===== config.mk =====
export PLATFORM = sky130hd
export DESIGN_NAME = tcd_transfer_controller
export DESIGN_NICKNAME = d
export VERILOG_FILES = /design/src/rtl/tcd_pkg.sv /design/src/rtl/tcd_mem_if.sv /design/src/rtl/tcd_transfer_controller.sv /design/src/rtl/tcd_bus_port.sv
export SDC_FILE = /design/constraint.sdc
export NUM_CORES = 1
export LEC_CHECK = 0
export BUFFER_PORTS_ARGS = -buffer_cell sky130_fd_sc_hd__clkbuf_2
export CORE_ASPECT_RATIO = 0.8
export CORE_MARGIN = 1
export CORE_UTILIZATION = 44
export CTS_BUF_LIST = sky130_fd_sc_hd__clkbuf_8
export DETAILED_ROUTE_END_ITERATION = 16
export GPL_ROUTABILITY_DRIVEN = 0
export GPL_TIMING_DRIVEN = 0
export PLACE_DENSITY = 0.68
export SYNTH_ARGS = -nofsm -noshare
export SYNTH_HDL_FRONTEND = slang
export SYNTH_HIERARCHICAL = 1
export SYNTH_SLANG_ARGS = --single-unit
export TNS_END_PERCENT = 20

===== constraint.sdc =====
create_clock -name CLK_I -period 8.7 [get_ports CLK_I]
set_input_delay 0.435 -clock CLK_I [delete_from_list [all_inputs] [get_ports CLK_I]]
set_output_delay 0.435 -clock CLK_I [all_outputs]
set_load 0.02 [all_outputs]

===== src/rtl/tcd_pkg.sv =====
// package of constants and types for the two-channel transfer controller
package tcd_pkg;
	localparam int NUM_CHAN = 2;
	localparam int ADDR_W = 16;
	localparam int DATA_W = 16;
	localparam int CNT_W = 11;
	localparam logic [CNT_W-1:0] CNT_MAX = 11'h400;
	localparam int NUM_SRC = 6;
	// request source select codes
	localparam logic [2:0] SRC_SERIAL = 3'h0;
	localparam logic [2:0] SRC_ADC = 3'h1;
	localparam logic [2:0] SRC_TMR16 = 3'h2;
	localparam logic [2:0] SRC_FTMR = 3'h3;
	localparam logic [2:0] SRC_EXT = 3'h4;
	localparam logic [2:0] SRC_SOFT = 3'h5;
	// address space windows
	localparam logic [ADDR_W-1:0] PFR_BASE = 16'hf000;
	localparam logic [ADDR_W-1:0] PFR_LAST = 16'hffff;
	localparam logic [ADDR_W-1:0] RAM_BASE = 16'he000;
	localparam logic [ADDR_W-1:0] RAM_LAST = 16'hefff;
	// apb register byte offsets
	localparam logic [7:0] OFS_ENABLE = 8'h00;
	localparam logic [7:0] OFS_SWTRIG = 8'h04;
	localparam logic [7:0] OFS_STATUS = 8'h08;
	localparam logic [7:0] OFS_CH_BASE = 8'h10;
	localparam logic [7:0] OFS_CH_STEP = 8'h10;
	localparam logic [7:0] OFS_MODE = 8'h00;
	localparam logic [7:0] OFS_COUNT = 8'h04;
	localparam logic [7:0] OFS_SRCP = 8'h08;
	localparam logic [7:0] OFS_DSTP = 8'h0c;
	// mode register fields
	localparam int MODE_SIZE_BIT = 0;
	localparam int MODE_SRCM_LSB = 1;
	localparam int MODE_DSTM_LSB = 3;
	localparam int MODE_TRIG_LSB = 5;
	localparam int MODE_W = 8;
	localparam logic [1:0] PTR_FIXED = 2'h0;
	localparam logic [1:0] PTR_INC = 2'h1;
	localparam logic [1:0] PTR_DEC = 2'h2;
	localparam logic [MODE_W-1:0] MODE_RESET = 8'h00;
	localparam logic [CNT_W-1:0] COUNT_RESET = 11'h001;
	localparam logic [ADDR_W-1:0] PTR_RESET = 16'h0000;
	localparam int STAT_ERR_LSB = 4;
	typedef enum logic [1:0] {
		XF_IDLE,
		XF_READ,
		XF_WRITE
	} tcd_xfer_t;
endpackage


===== src/rtl/tcd_mem_if.sv =====
// memory access interface between arbiter and mover
`timescale 1ns/1ps
interface tcd_mem_if;
	import tcd_pkg::*;
	logic              req;
	logic              wr;
	logic              wide;
	logic [ADDR_W-1:0] addr;
	logic [DATA_W-1:0] wdata;
	logic [DATA_W-1:0] rdata;
	logic              gnt;
	modport master (output req, wr, wide, addr, wdata,
		input rdata, gnt);
	modport slave (input req, wr, wide, addr, wdata,
		output rdata, gnt);
endinterface


===== src/rtl/tcd_transfer_controller.sv =====
// two-channel transfer controller moving elements between or within register and ram space, with apb registers
//
// Added by the designer: the address map and register access over APB.
`timescale 1ns/1ps
module tcd_transfer_controller (
	input  wire logic                  CLK_I,
	input  wire logic                  RESET_N_I,
	input  wire logic                  PSEL_I,
	input  wire logic                  PENABLE_I,
	input  wire logic                  PWRITE_I,
	input  wire logic [7:0]            PADDR_I,
	input  wire logic [31:0]           PWDATA_I,
	output logic [31:0]                PRDATA_O,
	output logic                       PREADY_O,
	output logic                       PSLVERR_O,
	input  wire logic [tcd_pkg::NUM_SRC-2:0] CH0_REQ_I,
	input  wire logic [tcd_pkg::NUM_SRC-2:0] CH1_REQ_I,
	input  wire logic                  CPU_BUSY_I,
	output logic                       BUS_REQ_O,
	output logic                       BUS_WR_O,
	output logic                       BUS_WIDE_O,
	output logic [tcd_pkg::ADDR_W-1:0] BUS_ADDR_O,
	output logic [tcd_pkg::DATA_W-1:0] BUS_WDATA_O,
	input  wire logic [tcd_pkg::DATA_W-1:0] BUS_RDATA_I,
	output logic [tcd_pkg::NUM_CHAN-1:0] DONE_O,
	output logic [tcd_pkg::NUM_CHAN-1:0] ACTIVE_O
);
	import tcd_pkg::*;

	tcd_mem_if mem ();

	logic [NUM_CHAN-1:0]   enable_reg;
	logic [MODE_W-1:0]     mode_reg [NUM_CHAN];
	logic [CNT_W-1:0]      count_reg [NUM_CHAN];
	logic [ADDR_W-1:0]     srcp_reg [NUM_CHAN];
	logic [ADDR_W-1:0]     dstp_reg [NUM_CHAN];
	logic [CNT_W-1:0]      remain_reg [NUM_CHAN];
	logic [NUM_CHAN-1:0]   active_reg;
	logic [NUM_CHAN-1:0]   pend_reg;
	logic [NUM_CHAN-1:0]   done_reg;
	logic [NUM_CHAN-1:0]   err_reg;
	logic [NUM_CHAN-1:0]   done_pulse_reg;
	logic [NUM_CHAN-1:0]   swtrig;
	logic [NUM_CHAN-1:0]   hw_req;
	logic [NUM_CHAN-1:0]   elem_done;
	logic [NUM_CHAN-1:0]   start;
	logic [NUM_CHAN-1:0]   bad_ptr;
	logic [NUM_SRC-2:0]    req_sync1_reg [NUM_CHAN];
	logic [NUM_SRC-2:0]    req_sync2_reg [NUM_CHAN];
	logic [NUM_SRC-2:0]    req_prev_reg [NUM_CHAN];
	tcd_xfer_t             xf_reg;
	logic                  cur_reg;
	logic [DATA_W-1:0]     data_reg;
	logic                  apb_wr;
	logic                  apb_acc;
	logic                  ch_hit;
	logic                  ch_sel;
	logic [7:0]            ch_ofs;
	logic [31:0]           rdata_next;
	logic                  addr_ok;

	assign apb_acc = PSEL_I && PENABLE_I;
	assign apb_wr = apb_acc && PWRITE_I;
	assign ch_hit = (PADDR_I >= OFS_CH_BASE) &&
		(PADDR_I < 8'(OFS_CH_BASE + 2 * OFS_CH_STEP));
	assign ch_sel = (PADDR_I >= 8'(OFS_CH_BASE + OFS_CH_STEP));
	assign ch_ofs = ch_sel ? 8'(PADDR_I - OFS_CH_BASE - OFS_CH_STEP) :
		8'(PADDR_I - OFS_CH_BASE);
	assign PREADY_O = 1'b1;
	assign PSLVERR_O = apb_acc && !addr_ok;

	function automatic logic in_space(input logic [ADDR_W-1:0] a);
		in_space = ((a >= PFR_BASE) && (a <= PFR_LAST)) ||
			((a >= RAM_BASE) && (a <= RAM_LAST));
	endfunction

	function automatic logic [ADDR_W-1:0] step_ptr(
		input logic [ADDR_W-1:0] p,
		input logic [1:0]        m,
		input logic              wide);
		logic [ADDR_W-1:0] d;
		d = wide ? 16'h0002 : 16'h0001;
		unique case (m)
			PTR_INC: step_ptr = p + d;
			PTR_DEC: step_ptr = p - d;
			default: step_ptr = p;
		endcase
	endfunction

	always_comb begin
		addr_ok = 1'b1;
		rdata_next = 32'h0000_0000;
		if (PADDR_I == OFS_ENABLE) begin
			rdata_next = 32'(enable_reg);
		end else if (PADDR_I == OFS_SWTRIG) begin
			rdata_next = 32'h0000_0000;
		end else if (PADDR_I == OFS_STATUS) begin
			rdata_next = {24'h000000, 2'h0, err_reg, 2'h0, active_reg};
			rdata_next[NUM_CHAN+1:NUM_CHAN] = done_reg;
		end else if (ch_hit && ch_ofs == OFS_MODE) begin
			rdata_next = 32'(mode_reg[ch_sel]);
		end else if (ch_hit && ch_ofs == OFS_COUNT) begin
			rdata_next = active_reg[ch_sel] ? 32'(remain_reg[ch_sel]) :
				32'(count_reg[ch_sel]);
		end else if (ch_hit && ch_ofs == OFS_SRCP) begin
			rdata_next = 32'(srcp_reg[ch_sel]);
		end else if (ch_hit && ch_ofs == OFS_DSTP) begin
			rdata_next = 32'(dstp_reg[ch_sel]);
		end else begin
			addr_ok = 1'b0;
		end
	end

	always_ff @(posedge CLK_I or negedge RESET_N_I) begin
		if (!RESET_N_I) begin
			PRDATA_O <= 32'h0000_0000;
		end else if (PSEL_I && !PENABLE_I && !PWRITE_I) begin
			PRDATA_O <= rdata_next;
		end
	end

	always_ff @(posedge CLK_I or negedge RESET_N_I) begin
		if (!RESET_N_I) begin
			enable_reg <= '0;
		end else if (apb_wr && PADDR_I == OFS_ENABLE) begin
			enable_reg <= PWDATA_I[NUM_CHAN-1:0];
		end
	end

	// write of ones to the trigger word launches channels that are enabled and idle
	assign swtrig = (apb_wr && PADDR_I == OFS_SWTRIG) ?
		PWDATA_I[NUM_CHAN-1:0] : '0;

	assign mem.wide = mode_reg[cur_reg][MODE_SIZE_BIT];
	assign mem.req = (xf_reg != XF_IDLE);
	assign mem.wr = (xf_reg == XF_WRITE);
	assign mem.addr = (xf_reg == XF_WRITE) ? dstp_reg[cur_reg] :
		srcp_reg[cur_reg];
	assign mem.wdata = mem.wide ? data_reg : {8'h00, data_reg[7:0]};

	genvar gi;
	generate
		for (gi = 0; gi < NUM_CHAN; gi++) begin : g_chan
			logic [2:0] trig_sel;
			logic [NUM_SRC-2:0] rise;
			assign trig_sel = mode_reg[gi][MODE_TRIG_LSB +: 3];
			assign rise = req_sync2_reg[gi] & ~req_prev_reg[gi];
			assign hw_req[gi] = (trig_sel < SRC_SOFT) && rise[trig_sel];
			assign start[gi] = enable_reg[gi] && !active_reg[gi] &&
				(hw_req[gi] || swtrig[gi]);
			assign elem_done[gi] = (xf_reg == XF_WRITE) && mem.gnt &&
				(cur_reg == 1'(gi));
			assign bad_ptr[gi] = !in_space(srcp_reg[gi]) ||
				!in_space(dstp_reg[gi]);
			assign DONE_O[gi] = done_pulse_reg[gi];
			assign ACTIVE_O[gi] = active_reg[gi];

			always_ff @(posedge CLK_I or negedge RESET_N_I) begin
				if (!RESET_N_I) begin
					req_sync1_reg[gi] <= '0;
					req_sync2_reg[gi] <= '0;
					req_prev_reg[gi] <= '0;
				end else begin
					req_sync1_reg[gi] <= (gi == 0) ? CH0_REQ_I : CH1_REQ_I;
					req_sync2_reg[gi] <= req_sync1_reg[gi];
					req_prev_reg[gi] <= req_sync2_reg[gi];
				end
			end

			always_ff @(posedge CLK_I or negedge RESET_N_I) begin
				if (!RESET_N_I) begin
					mode_reg[gi] <= MODE_RESET;
					count_reg[gi] <= COUNT_RESET;
				end else if (apb_wr && ch_hit && ch_sel == 1'(gi) &&
					!active_reg[gi]) begin
					if (ch_ofs == OFS_MODE)
						mode_reg[gi] <= PWDATA_I[MODE_W-1:0];
					if (ch_ofs == OFS_COUNT) begin
						if (PWDATA_I[CNT_W-1:0] == '0 ||
							PWDATA_I[CNT_W-1:0] > CNT_MAX)
							count_reg[gi] <= CNT_MAX;
						else
							count_reg[gi] <= PWDATA_I[CNT_W-1:0];
					end
				end
			end

			always_ff @(posedge CLK_I or negedge RESET_N_I) begin
				if (!RESET_N_I) begin
					srcp_reg[gi] <= PTR_RESET;
					dstp_reg[gi] <= PTR_RESET;
				end else if (elem_done[gi]) begin
					srcp_reg[gi] <= step_ptr(srcp_reg[gi],
						mode_reg[gi][MODE_SRCM_LSB +: 2],
						mode_reg[gi][MODE_SIZE_BIT]);
					dstp_reg[gi] <= step_ptr(dstp_reg[gi],
						mode_reg[gi][MODE_DSTM_LSB +: 2],
						mode_reg[gi][MODE_SIZE_BIT]);
				end else if (apb_wr && ch_hit && ch_sel == 1'(gi) &&
					!active_reg[gi]) begin
					if (ch_ofs == OFS_SRCP)
						srcp_reg[gi] <= PWDATA_I[ADDR_W-1:0];
					if (ch_ofs == OFS_DSTP)
						dstp_reg[gi] <= PWDATA_I[ADDR_W-1:0];
				end
			end

			always_ff @(posedge CLK_I or negedge RESET_N_I) begin
				if (!RESET_N_I) begin
					active_reg[gi] <= 1'b0;
					remain_reg[gi] <= '0;
					pend_reg[gi] <= 1'b0;
					done_pulse_reg[gi] <= 1'b0;
				end else begin
					done_pulse_reg[gi] <= 1'b0;
					if (start[gi]) begin
						active_reg[gi] <= 1'b1;
						remain_reg[gi] <= count_reg[gi];
						pend_reg[gi] <= 1'b1;
					end else if (active_reg[gi] && !enable_reg[gi] &&
						!pend_reg[gi]) begin
						active_reg[gi] <= 1'b0;
					end else if (elem_done[gi]) begin
						remain_reg[gi] <= 11'(remain_reg[gi] - 1'b1);
						if (remain_reg[gi] == 11'h001) begin
							active_reg[gi] <= 1'b0;
							pend_reg[gi] <= 1'b0;
							done_pulse_reg[gi] <= 1'b1;
						end
					end else if (active_reg[gi] && pend_reg[gi] &&
						xf_reg == XF_IDLE && bad_ptr[gi]) begin
						active_reg[gi] <= 1'b0;
						pend_reg[gi] <= 1'b0;
					end
				end
			end

			// done and error are sticky; a new event wins over the clear
			always_ff @(posedge CLK_I or negedge RESET_N_I) begin
				if (!RESET_N_I) begin
					done_reg[gi] <= 1'b0;
					err_reg[gi] <= 1'b0;
				end else begin
					if (apb_wr && PADDR_I == OFS_STATUS) begin
						if (PWDATA_I[NUM_CHAN + gi])
							done_reg[gi] <= 1'b0;
						if (PWDATA_I[STAT_ERR_LSB + gi])
							err_reg[gi] <= 1'b0;
					end
					if (done_pulse_reg[gi])
						done_reg[gi] <= 1'b1;
					if (active_reg[gi] && pend_reg[gi] &&
						xf_reg == XF_IDLE && bad_ptr[gi])
						err_reg[gi] <= 1'b1;
				end
			end
		end
	endgenerate

	// element mover: read cycle then write cycle, one channel at a time
	always_ff @(posedge CLK_I or negedge RESET_N_I) begin
		if (!RESET_N_I) begin
			xf_reg <= XF_IDLE;
			cur_reg <= 1'b0;
			data_reg <= '0;
		end else begin
			unique case (xf_reg)
				XF_IDLE: begin
					if (active_reg[0] && !bad_ptr[0]) begin
						cur_reg <= 1'b0;
						xf_reg <= XF_READ;
					end else if (active_reg[1] && !bad_ptr[1]) begin
						cur_reg <= 1'b1;
						xf_reg <= XF_READ;
					end
				end
				XF_READ: begin
					if (mem.gnt) begin
						data_reg <= mem.rdata;
						xf_reg <= XF_WRITE;
					end
				end
				XF_WRITE: begin
					if (mem.gnt) begin
						xf_reg <= XF_IDLE;
					end
				end
			endcase
		end
	end

	tcd_bus_port u_port (
		.mem         (mem),
		.CPU_BUSY_I  (CPU_BUSY_I),
		.BUS_REQ_O   (BUS_REQ_O),
		.BUS_WR_O    (BUS_WR_O),
		.BUS_WIDE_O  (BUS_WIDE_O),
		.BUS_ADDR_O  (BUS_ADDR_O),
		.BUS_WDATA_O (BUS_WDATA_O),
		.BUS_RDATA_I (BUS_RDATA_I)
	);
endmodule


===== src/rtl/tcd_bus_port.sv =====
// bus port that yields to the cpu and forwards element accesses
`timescale 1ns/1ps
module tcd_bus_port (
	tcd_mem_if.slave                   mem,
	input  wire logic                  CPU_BUSY_I,
	output logic                       BUS_REQ_O,
	output logic                       BUS_WR_O,
	output logic                       BUS_WIDE_O,
	output logic [tcd_pkg::ADDR_W-1:0] BUS_ADDR_O,
	output logic [tcd_pkg::DATA_W-1:0] BUS_WDATA_O,
	input  wire logic [tcd_pkg::DATA_W-1:0] BUS_RDATA_I
);
	import tcd_pkg::*;
	// cpu contention holds the grant off and the mover stalls
	assign mem.gnt = mem.req && !CPU_BUSY_I;
	assign BUS_REQ_O = mem.gnt;
	assign BUS_WR_O = mem.wr;
	assign BUS_WIDE_O = mem.wide;
	assign BUS_ADDR_O = mem.addr;
	assign BUS_WDATA_O = mem.wdata;
	assign mem.rdata = BUS_RDATA_I;
endmodule


==> results_dict.tcl <==
set metrics [dict create \
    antennaDiodeCount 0 \
    syn_area_sq_um 13400 \
    drt_iter0_drc 1160 \
    max_freq_mhz 222 \
    core_sq_um 29600 \
    yosysTopAreaCell "dfrtp_1" \
    worstSetupPathType "reg2reg" \
    ys_seq_area_share_pct 37.5 \
    hold_ws_ps 121 \
    grt_busiest_layer "met1" \
    numCtsBuffers 37 \
    root_buffer "clkbuf_8" \
    clkPwrFrac_pct 47.1 \
    layout_setup_ws_ps 4200 \
    use_met3_pct 6.31 \
    antenna_found_initial 0 \
    area.sequential_sq_um 5030 \
    grt_max_degree 73 \
    clock-skew-final_ps 22.0 \
    use_met1_pct 39.7 \
    final_nets 1798 \
    synthCells 1486 \
    track_usage_pct 27.0 \
    critPathMaxFanout 15 \
    cts_tree "built" \
    cts_resized 0 \
    dp.final_hpwl_microns 31400 \
    fp.dieH_microns 158 \
    cts_max_path_buffers 3 \
    grt_pass1_wl_microns 64200 \
    power_mw 2.10 \
    avgSynthCellArea_sq_um 9.03 \
    dieArea_sq_um 31200 \
    start_util_pct 45.3 \
    post-route-drc-count 0 \
    final_area_sq_um 15400 \
    vias_per_cell 5.75 \
    finalWirelength_microns 41600 \
    grt-ovfl-total 0 \
    synth_top_area_share_pct 37.1 \
    multiInputGateArea_sq_um 7520 \
    p_seq_share_pct 45.7 \
    slew-limit-headroom_pct 16.6 \
    synthFlopType "dfrtp_1" \
    status "finished, final reports clean" \
    synthTopCellsByArea "dfrtp_1 37%, ha_1 7.0%, nand2_1 5.0%" \
    clock_latency_ps 550 \
    ant_nets 0 \
    critPathLaunchType "flop" \
    fp-row-count 56 \
    p_switching_uw 539 \
    use_met2_pct 37.2 \
    slew_viol_final 0 \
    ff2ff_setup_slack_ps 4200 \
    finalHoldViolCount 0 \
    worstMarginPinSlew_ps 1250 \
    fillers 2712 \
    period_share_pct 51.7 \
    dpl_worst_slack_ps 4270 \
    power_density_nw_per_um2 136 \
    ys_ff_latch 201 \
    ys_warn_count 6 \
    synth_cell_types 66 \
    vias 11900 \
    period_minus_slack_ps 4500 \
    worstPathArrival_ps 4900 \
    fin_tns_setup_ps 0 \
    cts_htree_levels 2 \
    grt_pass1_vias 11200 \
    power.leakage_nw 7.32 \
    post_drt_wl_per_cell_microns 20.0 \
    combPwrFrac_pct 7.2 \
    final-setup-viol-count 0 \
    synth_enable_flop_cells 0 \
    maxCapViolations 0 \
    boundaryPins 145 \
    internal-power_mw 1.56 \
    die_width_microns 197 \
    p_sw_share_pct 25.6 \
    synthToLayoutAreaGrowth_pct 14.9 \
    drive_gt1_share_pct 18.3 \
    hold_path.class "in2reg" \
    ir_worst_vdd_mv 0.0984 \
    crit_required_ps 9100 \
    rsz0062_at_grt "no" \
    place_area_sq_um 14500 \
    dr.pass1.iters 5 \
    io_buffers 94 \
    cts.clk_slew.worst_paths_ps 70 \
    async_reset_ff_share_pct 100 \
    cts.sinks 201 \
    critPathCaptureType "flop" \
]
[per-stage QoR]
stage                     utilization [%]  instances
after CTS                            52.0       2075
after global routing                 52.0       2075
after detailed placement             49.0       2003
final                                52.0       2075
after global placement               48.8       2001
after floorplan                         -       1501
[area by class of cell]
class                           instances  share of cell area [%]
Clock inverter                         12                   0.747
Multi-Input combinational cell       1125                    48.8
Sequential cell                       201                    32.6
Timing Repair Buffer                  107                    4.18
Tap cell                              406                    3.30
Inverter                               40                   0.974
Clock buffer                           49                    4.37
Buffer                                135                    4.99
[kinds of logic (layout without fill, tap and decap cells)]
| family | after synthesis | in the layout | synth area share (%) |
|---|---|---|---|
| flip-flops | 201 | 201 | 37.5 |
| XOR/XNOR | 50 | 50 | 3.26 |
| adder cells (fa/ha/maj) | 79 | 79 | 7.59 |
| AO/OA/AOI/OAI | 412 | 412 | 18.6 |
| multiplexers | 112 | 112 | 10.3 |
| AND/OR/NAND/NOR | 455 | 455 | 15.9 |
| buffers and inverters | 175 | 343 | 6.85 |
| other | 2 | 17 | 0.0560 |
[cells in the final DEF, fill, tap and decap left out, types with 6 or more instances in the layout]
cell type and count:
mux2i_1 46, nand3_1 24, inv_1 44, mux4_2 16, dfrtp_1 199, nand2b_1 28, nand4_1 6, dlygate4sd3_1 11
o31ai_1 9, ha_1 75, nor4_1 14, nor2b_1 30, nand2_1 179, nor2_1 104, a31oi_1 21, xnor2_1 24
a21o_1 18, mux2_2 50, buf_4 68, o21ai_1 13, o21ai_0 126, conb_1 17, o221ai_1 13, o22ai_1 14
buf_2 6, o21a_1 7, and2_1 15, nor3_1 22, clkbuf_2 93, xor2_1 26, a21oi_1 123, a211oi_1 18
clkbuf_1 55, clkbuf_8 50, buf_1 6
[final timing paths]
path / from / end / cells after the start
max in group asynchronous: RESET_N_I / count_reg[11] / 4
min: BUS_RDATA_I[7] / data_reg[7] / 2
max reg2reg: mode_reg[11] / dstp_reg[31] / 12
min reg2reg: req_sync1_reg[6] / req_sync2_reg[6] / 0
max: mode_reg[11] / dstp_reg[31] / 12
min in group asynchronous: RESET_N_I / data_reg[10] / 2
[cell usage after synthesis (4+ instances only)]
library cell	count
a211oi_1	18
a21boi_0	5
a21o_1	18
a21oi_1	123
a221oi_1	4
a22o_1	5
a22oi_1	4
a31oi_1	21
and2_1	15
buf_1	6
buf_2	6
buf_4	68
clkbuf_1	55
dfrtp_1	199
fa_1	4
ha_1	75
inv_1	40
mux2_2	50
mux2i_1	46
mux4_2	16
nand2_1	179
nand2b_1	28
nand3_1	24
nand3b_1	4
nand4_1	6
nor2_1	104
nor2b_1	30
nor3_1	22
nor4_1	14
o211ai_1	5
o21a_1	7
o21ai_0	126
o21ai_1	13
o221ai_1	13
o22ai_1	14
o2bb2ai_1	4
o31ai_1	9
o41ai_1	5
or2_2	5
or3_1	5
xnor2_1	24
xor2_1	26
[layer usage]
layer	vias to the layer above	wire [microns]
li1	5553	-
met1	5651	18900
met2	624	16500
met3	100	4410
met4	0	1740
met5	-	0
[repair_timing]
action,in CTS,in global routing
endpoints found under the setup margin,0,0
hold endpoints to repair,75,0
hold buffers,11,0
buffers inserted,0,0
[power groups by stage]
stage / Clock [mW] / Sequential, mW / Combinational [mW]
5_1_grt: 1.04 / 0.962 / 0.163
6_report: 0.990 / 0.961 / 0.151
4_1_cts: 1.00 / 0.960 / 0.149
3_5_place_dp: 0 / 0.977 / 0.144
3_3_place_gp: 0 / 0.977 / 0.138
2_1_floorplan: 0 / 0.974 / 0.0758
[worst max-delay path: stages (launching register included)]
cell and delay (ps):
dfrtp_1 470, nor2b_1 990, and2_1 310, ha_1 250, nor2b_1 150, o31ai_1 420, a21oi_1 180, o41ai_1 580
o31ai_1 220, a31o_2 320, xnor2_1 130, a211oi_1 250, o21ai_1 80
(Power assumes the default switching activity.)
